<file path="src/inc/aabx_pkg.sv">
package aabx_pkg;

    localparam int DATA_W = 8;
    localparam int ADDR_W = 7;
    localparam int POS_W = 3;

    // Instruction period and clock period, both in ns
    localparam int TCY_NS = 100;
    localparam int CLK_NS = 100;
    // A taken skip spends this many instruction periods in total
    localparam int SKIP_TCY = 2;
    localparam int SKIP_CYC = SKIP_TCY * TCY_NS / CLK_NS;

    localparam logic [DATA_W-1:0] ACC_RST = 8'h00;
    localparam logic [DATA_W-1:0] ZERO_BYTE = 8'h00;
    localparam logic [ADDR_W-1:0] ADDR_RST = 7'h00;
    localparam logic FLAG_RST = 1'h0;
    localparam logic [DATA_W-1:0] ONE_BYTE = 8'h01;
    localparam int NIBBLE_W = 4;

    typedef enum logic [2:0] {
        AABX_ADD_IMMEDIATE = 3'h0,
        AABX_ADD_REGISTER = 3'h1,
        AABX_AND_IMMEDIATE = 3'h2,
        AABX_AND_REGISTER = 3'h3,
        AABX_CLEAR_REGISTER_BIT = 3'h4,
        AABX_SET_REGISTER_BIT = 3'h5,
        AABX_SKIP_IF_BIT_LOW = 3'h6,
        AABX_SKIP_IF_BIT_HIGH = 3'h7
    } aabx_op_t;

    typedef enum logic [1:0] {
        AABX_ST_EXEC = 2'h1,
        AABX_ST_IDLE = 2'h2
    } aabx_state_t;

    typedef enum logic {
        AABX_FN_ADD = 1'h0,
        AABX_FN_AND = 1'h1
    } aabx_fn_t;

    function automatic logic [DATA_W-1:0] bit_mask(input logic [POS_W-1:0] pos);
        bit_mask = ONE_BYTE << pos;
    endfunction

endpackage

</file>
<file path="src/inc/aabx_alu_if.sv">
`timescale 1ns/1ps
interface aabx_alu_if;
    logic [7:0] a;
    logic [7:0] b;
    aabx_pkg::aabx_fn_t fn;
    logic [7:0] res;
    logic carry;
    logic half_carry;
    logic zero;

    modport main (output a, output b, output fn, input res, input carry, input half_carry,
                  input zero);
    modport alu (input a, input b, input fn, output res, output carry, output half_carry,
                 output zero);
endinterface

</file>
<file path="src/aabx_alu.sv">
`timescale 1ns/1ps
module aabx_alu (
    aabx_alu_if.alu u
);
    logic [8:0] sum;
    logic [4:0] low_sum;

    always_comb begin
        sum = {1'h0, u.a} + {1'h0, u.b};
        low_sum = {1'h0, u.a[3:0]} + {1'h0, u.b[3:0]};
        if (u.fn == aabx_pkg::AABX_FN_ADD) begin
            u.res = sum[7:0];
        end else begin
            u.res = u.a & u.b;
        end
        u.carry = sum[aabx_pkg::DATA_W]; // see [RL11]
        u.half_carry = low_sum[aabx_pkg::NIBBLE_W]; // see [RL11]
        u.zero = (u.res == aabx_pkg::ZERO_BYTE); // see [RL11]
    end
endmodule

</file>
<file path="src/aabx_exec.sv">
// Behaviour
// [RL1] add_immediate adds immediate_byte to accumulator; updates carry, nibble and zero flags.
// [RL2] add_register adds accumulator and addressed operand_register; updates all three flags.
// [RL3] Register ops write accumulator when result_target_select is 0, register when 1.
// [RL4] and_immediate ANDs accumulator with immediate_byte into accumulator; zero flag only.
// [RL5] and_register ANDs accumulator with register, routed by target select; zero flag only.
// [RL6] clear_register_bit forces selected bit to zero; other bits and flags unchanged.
// [RL7] set_register_bit forces selected bit to one; other bits and flags unchanged.
// [RL8] skip_if_bit_low: bit zero discards next instruction as idle_slot; no flag change.
// [RL9] skip_if_bit_high: bit one discards next instruction as idle_slot; no flag change.
// [RL10] Operands from input/output registers use pin values, not output latches.
// [RL11] Carry from bit 7, nibble carry from bit 3, zero flag when result zero.
`timescale 1ns/1ps
module aabx_exec (
    // Clock and reset
    input wire logic clk_i,
    input wire logic arst_n_i,
    // Decoded instruction
    input wire logic instr_valid_i,
    input wire aabx_pkg::aabx_op_t op_i,
    input wire logic [7:0] immediate_byte_i,
    input wire logic [6:0] reg_addr_i,
    input wire logic result_target_select_i,
    input wire logic [2:0] selected_position_i,
    // Operand register contents
    input wire logic [7:0] reg_latch_i,
    input wire logic [7:0] reg_pins_i,
    input wire logic reg_is_io_i,
    // Accumulator and status flags
    output logic [7:0] acc_o,
    output logic unsigned_overflow_flag_o,
    output logic nibble_overflow_flag_o,
    output logic result_null_flag_o,
    // Register write-back
    output logic reg_we_o,
    output logic [6:0] reg_waddr_o,
    output logic [7:0] reg_wdata_o,
    // Skip handling
    output logic idle_slot_o
);
    aabx_alu_if alu_bus ();

    aabx_alu u_alu (
        .u(alu_bus)
    );

    aabx_pkg::aabx_state_t state_ff, nxt_state;
    logic [7:0] acc_ff, nxt_acc;
    logic c_ff, nxt_c;
    logic dc_ff, nxt_dc;
    logic z_ff, nxt_z;
    logic we_ff, nxt_we;
    logic [6:0] waddr_ff, nxt_waddr;
    logic [7:0] wdata_ff, nxt_wdata;
    logic idle_ff, nxt_idle;
    logic take;
    logic [7:0] src;
    logic [7:0] mask;
    logic tested;

    // Writes go straight to the latch, so the pins win only for the source read
    assign src = reg_is_io_i ? reg_pins_i : reg_latch_i; // see [RL10]
    assign mask = aabx_pkg::bit_mask(selected_position_i);
    assign tested = |(src & mask);
    assign take = instr_valid_i && (state_ff == aabx_pkg::AABX_ST_EXEC);

    // Operands apart from next-state logic, so no process both feeds and reads the ALU
    always_comb begin
        alu_bus.a = acc_ff;
        alu_bus.b = src;
        alu_bus.fn = aabx_pkg::AABX_FN_ADD;
        if (op_i == aabx_pkg::AABX_ADD_IMMEDIATE || op_i == aabx_pkg::AABX_AND_IMMEDIATE) begin
            alu_bus.b = immediate_byte_i;
        end
        if (op_i == aabx_pkg::AABX_AND_IMMEDIATE || op_i == aabx_pkg::AABX_AND_REGISTER) begin
            alu_bus.fn = aabx_pkg::AABX_FN_AND;
        end
    end

    always_comb begin
        nxt_state = aabx_pkg::AABX_ST_EXEC;
        nxt_acc = acc_ff;
        nxt_c = c_ff;
        nxt_dc = dc_ff;
        nxt_z = z_ff;
        nxt_we = 1'h0;
        nxt_waddr = waddr_ff;
        nxt_wdata = wdata_ff;
        // The instruction in the idle slot is dropped whatever it is
        if (take) begin
            case (op_i)
                aabx_pkg::AABX_ADD_IMMEDIATE: begin
                    nxt_acc = alu_bus.res; // see [RL1]
                    nxt_c = alu_bus.carry;
                    nxt_dc = alu_bus.half_carry;
                    nxt_z = alu_bus.zero;
                end
                aabx_pkg::AABX_ADD_REGISTER, aabx_pkg::AABX_AND_REGISTER: begin
                    if (result_target_select_i) begin
                        nxt_we = 1'h1; // see [RL3]
                        nxt_waddr = reg_addr_i;
                        nxt_wdata = alu_bus.res;
                    end else begin
                        nxt_acc = alu_bus.res; // see [RL3]
                    end
                    nxt_z = alu_bus.zero; // see [RL5]
                    if (op_i == aabx_pkg::AABX_ADD_REGISTER) begin
                        nxt_c = alu_bus.carry; // see [RL2]
                        nxt_dc = alu_bus.half_carry;
                    end
                end
                aabx_pkg::AABX_AND_IMMEDIATE: begin
                    nxt_acc = alu_bus.res; // see [RL4]
                    nxt_z = alu_bus.zero;
                end
                aabx_pkg::AABX_CLEAR_REGISTER_BIT: begin
                    nxt_we = 1'h1;
                    nxt_waddr = reg_addr_i;
                    nxt_wdata = src & ~mask; // see [RL6]
                end
                aabx_pkg::AABX_SET_REGISTER_BIT: begin
                    nxt_we = 1'h1;
                    nxt_waddr = reg_addr_i;
                    nxt_wdata = src | mask; // see [RL7]
                end
                aabx_pkg::AABX_SKIP_IF_BIT_LOW: begin
                    if (!tested) begin
                        nxt_state = aabx_pkg::AABX_ST_IDLE; // see [RL8]
                    end
                end
                aabx_pkg::AABX_SKIP_IF_BIT_HIGH: begin
                    if (tested) begin
                        nxt_state = aabx_pkg::AABX_ST_IDLE; // see [RL9]
                    end
                end
                default: begin
                    nxt_state = aabx_pkg::AABX_ST_EXEC;
                end
            endcase
        end
        nxt_idle = (nxt_state == aabx_pkg::AABX_ST_IDLE);
    end

    always_ff @(posedge clk_i or negedge arst_n_i) begin
        if (!arst_n_i) begin
            state_ff <= aabx_pkg::AABX_ST_EXEC;
            acc_ff <= aabx_pkg::ACC_RST;
            c_ff <= aabx_pkg::FLAG_RST;
            dc_ff <= aabx_pkg::FLAG_RST;
            z_ff <= aabx_pkg::FLAG_RST;
            we_ff <= aabx_pkg::FLAG_RST;
            waddr_ff <= aabx_pkg::ADDR_RST;
            wdata_ff <= aabx_pkg::ZERO_BYTE;
            idle_ff <= aabx_pkg::FLAG_RST;
        end else begin
            state_ff <= nxt_state;
            acc_ff <= nxt_acc;
            c_ff <= nxt_c;
            dc_ff <= nxt_dc;
            z_ff <= nxt_z;
            we_ff <= nxt_we;
            waddr_ff <= nxt_waddr;
            wdata_ff <= nxt_wdata;
            idle_ff <= nxt_idle;
        end
    end

    assign acc_o = acc_ff;
    assign unsigned_overflow_flag_o = c_ff;
    assign nibble_overflow_flag_o = dc_ff;
    assign result_null_flag_o = z_ff;
    assign reg_we_o = we_ff;
    assign reg_waddr_o = waddr_ff;
    assign reg_wdata_o = wdata_ff;
    assign idle_slot_o = idle_ff;

    // Helper sums for the checks below
    logic [8:0] chk_sum;
    logic [4:0] chk_low;
    logic [7:0] chk_b;
    assign chk_b = (op_i == aabx_pkg::AABX_ADD_IMMEDIATE) ? immediate_byte_i : src;
    assign chk_sum = {1'h0, acc_ff} + {1'h0, chk_b};
    assign chk_low = {1'h0, acc_ff[3:0]} + {1'h0, chk_b[3:0]};

    property p_add_imm;
        @(posedge clk_i) disable iff (!arst_n_i)
        take && op_i == aabx_pkg::AABX_ADD_IMMEDIATE
            |=> acc_o == $past(chk_sum[7:0]) && unsigned_overflow_flag_o == $past(chk_sum[8]);
    endproperty
    a_add_imm: assert property (p_add_imm) else $error("add_immediate result wrong"); // see [RL1]

    property p_add_reg;
        @(posedge clk_i) disable iff (!arst_n_i)
        take && op_i == aabx_pkg::AABX_ADD_REGISTER && !result_target_select_i
            |=> acc_o == $past(chk_sum[7:0])
                && result_null_flag_o == ($past(chk_sum[7:0]) == 8'h00);
    endproperty
    a_add_reg: assert property (p_add_reg) else $error("add_register result wrong"); // see [RL2]

    property p_dest;
        @(posedge clk_i) disable iff (!arst_n_i)
        take && result_target_select_i
            && (op_i == aabx_pkg::AABX_ADD_REGISTER || op_i == aabx_pkg::AABX_AND_REGISTER)
            |=> reg_we_o && reg_waddr_o == $past(reg_addr_i) && $stable(acc_o);
    endproperty
    a_dest: assert property (p_dest) else $error("register destination not written"); // see [RL3]

    property p_and_imm;
        @(posedge clk_i) disable iff (!arst_n_i)
        take && op_i == aabx_pkg::AABX_AND_IMMEDIATE
            |=> acc_o == $past(acc_ff & immediate_byte_i) && $stable(unsigned_overflow_flag_o)
                && $stable(nibble_overflow_flag_o);
    endproperty
    a_and_imm: assert property (p_and_imm) else $error("and_immediate wrong"); // see [RL4]

    property p_and_reg;
        @(posedge clk_i) disable iff (!arst_n_i)
        take && op_i == aabx_pkg::AABX_AND_REGISTER
            |=> result_null_flag_o == ($past(acc_ff & src) == 8'h00)
                && $stable(unsigned_overflow_flag_o);
    endproperty
    a_and_reg: assert property (p_and_reg) else $error("and_register wrong"); // see [RL5]

    property p_bit_op;
        @(posedge clk_i) disable iff (!arst_n_i)
        take && (op_i == aabx_pkg::AABX_CLEAR_REGISTER_BIT
            || op_i == aabx_pkg::AABX_SET_REGISTER_BIT)
            |=> reg_we_o && reg_wdata_o[$past(selected_position_i)] == $past(op_i[0])
                && $stable(result_null_flag_o) && $stable(unsigned_overflow_flag_o);
    endproperty
    a_bit_op: assert property (p_bit_op) else $error("bit clear or set wrong"); // see [RL6] [RL7]

    property p_skip_low;
        @(posedge clk_i) disable iff (!arst_n_i)
        take && op_i == aabx_pkg::AABX_SKIP_IF_BIT_LOW && !tested
            |=> idle_slot_o && $stable(acc_o) ##1 !idle_slot_o && !reg_we_o;
    endproperty
    a_skip_low: assert property (p_skip_low) else $error("skip_if_bit_low wrong"); // see [RL8]

    property p_skip_high;
        @(posedge clk_i) disable iff (!arst_n_i)
        take && op_i == aabx_pkg::AABX_SKIP_IF_BIT_HIGH
            |=> idle_slot_o == $past(tested) && $stable(result_null_flag_o);
    endproperty
    a_skip_high: assert property (p_skip_high) else $error("skip_if_bit_high wrong"); // see [RL9]

    property p_io_src;
        @(posedge clk_i) disable iff (!arst_n_i)
        take && reg_is_io_i && op_i == aabx_pkg::AABX_SET_REGISTER_BIT
            |=> reg_wdata_o == $past(reg_pins_i | mask);
    endproperty
    a_io_src: assert property (p_io_src) else $error("pin value not used as source"); // see [RL10]

    property p_half;
        @(posedge clk_i) disable iff (!arst_n_i)
        take && op_i == aabx_pkg::AABX_ADD_IMMEDIATE |=> nibble_overflow_flag_o == $past(chk_low[4]);
    endproperty
    a_half: assert property (p_half) else $error("nibble carry wrong"); // see [RL11]

    c_skip: cover property (@(posedge clk_i) disable iff (!arst_n_i) take ##1 idle_slot_o);
    c_carry: cover property (@(posedge clk_i) disable iff (!arst_n_i)
        $rose(unsigned_overflow_flag_o) && nibble_overflow_flag_o);
    c_write: cover property (@(posedge clk_i) disable iff (!arst_n_i) reg_we_o ##1 reg_we_o);
endmodule

</file>
<file path="config.mk">
export PLATFORM = sky130hd
export DESIGN_NAME = aabx_exec
export DESIGN_NICKNAME = d
export VERILOG_FILES = /design/src/inc/aabx_pkg.sv /design/src/inc/aabx_alu_if.sv /design/src/aabx_alu.sv /design/src/aabx_exec.sv
export SDC_FILE = /design/constraint.sdc
export NUM_CORES = 1
export LEC_CHECK = 0
export BUFFER_PORTS_ARGS = -buffer_cell sky130_fd_sc_hd__buf_2
export CAP_MARGIN = 15
export CORE_MARGIN = 4
export CORE_UTILIZATION = 50
export DETAILED_ROUTE_END_ITERATION = 7
export HOLD_SLACK_MARGIN = 0.06
export PLACE_DENSITY_LB_ADDON = 0.05
export SLEW_MARGIN = 20
export SYNTH_ARGS = -nofsm -noshare
export SYNTH_HDL_FRONTEND = slang
export SYNTH_SLANG_ARGS = --single-unit
export TNS_END_PERCENT = 30
</file>
<file path="constraint.sdc">
create_clock -name clk_i -period 2.2 [get_ports clk_i]
set_input_delay 0.22 -clock clk_i [delete_from_list [all_inputs] [get_ports clk_i]]
set_output_delay 0.22 -clock clk_i [all_outputs]
set_load 0.05 [all_outputs]
</file>
==> impl_metrics.env <==
export IMPL_status="completed"
export IMPL_path_clk_slew_ps=70
export IMPL_r2r_start="acc_o[0]$_DFFE_PN0P_"
export IMPL_start_kind="primary input"
export IMPL_crit_family="simple AND/OR/NAND/NOR gates"
export IMPL_p_leak_nw=1.470
export IMPL_tightestPinTransition_ps=683.8
export IMPL_clockBufferDepth=2
export IMPL_critical_path_class="primary input to register"
export IMPL_dieHeight_um=72.30
export IMPL_antenna_cells=0
export IMPL_worst_ep_arrival_time_ps=2360
export IMPL_start_util_pct=51.67
export IMPL_slowest_delay_ps=360
export IMPL_fmax_ghz=0.4642
export IMPL_crit_start="op_i[0]"
export IMPL_post_drt_wl_per_cell_um=16.47
export IMPL_cts_sinks=30
export IMPL_first_global_vias=2042
export IMPL_drive_gt1_share_pct=47.20
export IMPL_antenna_found_initial=0
export IMPL_maxCapViolations=0
export IMPL_synth_cells=230
export IMPL_power_density_mw_per_mm2=1323
export IMPL_seq_area_frac_synth_pct=36.38
export IMPL_cts_tree="built"
export IMPL_ys_warn_count=0
export IMPL_io_buffers=69
export IMPL_worstPathMaxFanout=7
export IMPL_syn_nets=282
export IMPL_finalSetupViolations=0
export IMPL_fin_util_pct=77.07
export IMPL_finalHoldViolCount=0
export IMPL_crit_end="result_null_flag_o$_DFFE_PN0P_"
export IMPL_period_share_pct=97.92
export IMPL_synth_edf_count=0
export IMPL_r2r_end="acc_o[7]$_DFFE_PN0P_"
export IMPL_num_vias=2161
export IMPL_clk_latency_ps=290
export IMPL_routed_wirelength_um=6406
export IMPL_ant_nets=0
export IMPL_skew_ps=10.58
export IMPL_drc=0
export IMPL_syn_cell_area_mm2=0.002067
export IMPL_grt_pass1_wl_um=9735
export IMPL_async_flop_share_pct=100.0
export IMPL_peakVddDrop_uv=975.4
export IMPL_post_synth_top_area_fraction_pct=35.11
export IMPL_ys_top_cells_by_count="dfrtp_1, nor2_1, nand2_1"
export IMPL_synth_cell_types=45
export IMPL_end_kind="register"
export IMPL_synth_top_area_cell="dfrtp_1"
export IMPL_grt_use_total_pct=24.18
export IMPL_drt_iter0_markers=163
export IMPL_ys_flop_type="dfrtp_1"
export IMPL_rsz0062_at_grt="yes"
export IMPL_yosysMostFrequentCell="dfrtp_1"
export IMPL_r2r_slack_ps=160
export IMPL_crit_buf_inv=3
export IMPL_syn_area_per_cell_um2=8.987
export IMPL_required_ps=2400
export IMPL_tritoncts_num_buffers=5
export IMPL_cts_htree_levels=2
export IMPL_period_minus_slack_ps=2154
export IMPL_fp_coreArea_mm2=0.004000
export IMPL_synth_area_leaders="dfrtp_1, mux2i_1, ha_1"
export IMPL_gp_congestion=0.8731
export IMPL_hold_path_class="primary input to register"
export IMPL_yosys_register_bits=30
export IMPL_overflow=0
export IMPL_fp_row_count=23
export IMPL_fillers=291
export IMPL_path_cells="buf_8, or2_4, buf_6, nor2_4, a21oi_2, ha_1, inv_2, and3_4, a221o_1, nor3_4, nand2_1, o31ai_1"
export IMPL_via_per_inst=5.555
export IMPL_ios=70
export IMPL_dp_hpwl_um=4683
export IMPL_area_growth_pct=49.15
export IMPL_die_area_mm2=0.005227
export IMPL_power_w=0.004078
export IMPL_crit_slowest_cell="ha_1"
export IMPL_clock_root_buffer="clkbuf_8"
export IMPL_grt_max_degree=31
export IMPL_path_depth=12
export IMPL_drtPass1Iterations=4
export IMPL_r2r_cells=8
export IMPL_relSlewSlack_pct=54.41
export IMPL_final_nets=390
export IMPL_slew_viol_final=0
export IMPL_die_width_um=72.30
-- how the worst min path moves through the flow --
stage / startpoint / to / slack [ps] / depth (start not counted)
after global routing: reg_addr_i[4] / reg_waddr_o[4]$_DFFE_PN0P_ / 140 / 2
after detailed placement: arst_n_i / state_ff[1]$_DFF_PN0_ / 310 / 1
after floorplan: arst_n_i / acc_o[0]$_DFFE_PN0P_ / -80 / 0
after global placement: arst_n_i / state_ff[1]$_DFF_PN0_ / 300 / 1
after CTS: reg_addr_i[3] / reg_waddr_o[3]$_DFFE_PN0P_ / 140 / 2
final: reg_addr_i[3] / reg_waddr_o[3]$_DFFE_PN0P_ / 140 / 2
-- area by class of cell --
class,count,area [um2],area share (%)
multi-input combinational,178,1383,44.85
sequential,30,752.0,24.39
timing repair buffer,115,739.5,23.99
clock buffer,7,86.33,2.800
tap,50,62.56,2.029
clock inverter,1,30.03,0.9740
inverter,8,30.03,0.9740
-- sequential cells by signal, indices dropped and copies added (netlist names) --
| register | cells |
|---|---|
| state_ff | 2 |
| unsigned_overflow_flag_o | 1 |
| result_null_flag_o | 1 |
| reg_we_o | 1 |
| reg_wdata_o | 8 |
| nibble_overflow_flag_o | 1 |
| idle_slot_o | 1 |
| reg_waddr_o | 7 |
| acc_o | 8 |
-- metal layers --
| layer | part of all wire [%] | track usage [%] |
|---|---|---|
| met1 | 40 | 30.66 |
| met2 | 51 | 41.35 |
| met3 | 8.1 | 5.679 |
| met4 | 1.1 | 6.263 |
| met5 | 0 | 0 |
-- worst reg2reg max path: stages (launching register included) --
cell	delay (ps)
dfrtp_1	440
ha_4	190
buf_4	130
a211oi_2	260
nor2_1	120
a41oi_2	250
xor2_2	200
o21ai_2	80
mux2_2	260
-- through the flow --
| step | worst slack, ps | TNS, ps | instances | cell area [um2] | hold WS [ps] |
|---|---|---|---|---|---|
| floorplan | -314.4 | -2149 | 230 | 2141 | -75.59 |
| global placement | -361.7 | -2546 | 372 | 2723 | 304.7 |
| detailed placement | -362.6 | -2846 | 372 | 2723 | 306.0 |
| CTS | -6.784 | -6.784 | 381 | 2861 | 142.6 |
| global route | -64.29 | -124.1 | 389 | 3083 | 141.7 |
| finish | 45.87 | 0 | 389 | 3083 | 144.8 |
-- where the power goes --
group	switching (W)	internal, W
logic	0.00159	0.00104
clock network	0.000224	0.000369
registers	0.000122	0.000738
total	0.00193	0.00214
-- repair_timing --
action | in CTS | in global routing
buffers inserted | 0 | 7
hold endpoints to repair | 29 | 0
hold buffers | 1 | 0
resized for setup | 4 | 40
gates cloned | 0 | 1
pin swaps | 1 | 19
endpoints found under the setup margin | 2 | 9
-- placed cells by master, fill, tap and decap left out, types with 6 or more instances in the layout --
cell,instances
a21oi_1,16
buf_2,66
buf_4,42
clkbuf_8,6
dfrtp_1,29
ha_1,7
inv_1,6
mux2i_1,8
nand2_1,24
nor2_1,24
o211ai_1,7
o21ai_0,7
o21ai_1,6
-- kinds of logic (layout without fill, tap and decap cells) --
logic type | after synthesis | in the layout | synth area share (%)
AO/OA/AOI/OAI | 61 | 61 | 18.40
XOR/XNOR | 3 | 3 | 1.271
adder cells (fa/ha/maj) | 10 | 10 | 6.417
buffers and inverters | 23 | 131 | 4.903
flip-flops | 30 | 30 | 36.38
multiplexers | 27 | 27 | 15.07
AND/OR/NAND/NOR | 76 | 77 | 17.56
No activity file was read; power rests on OpenSTA's default activity.
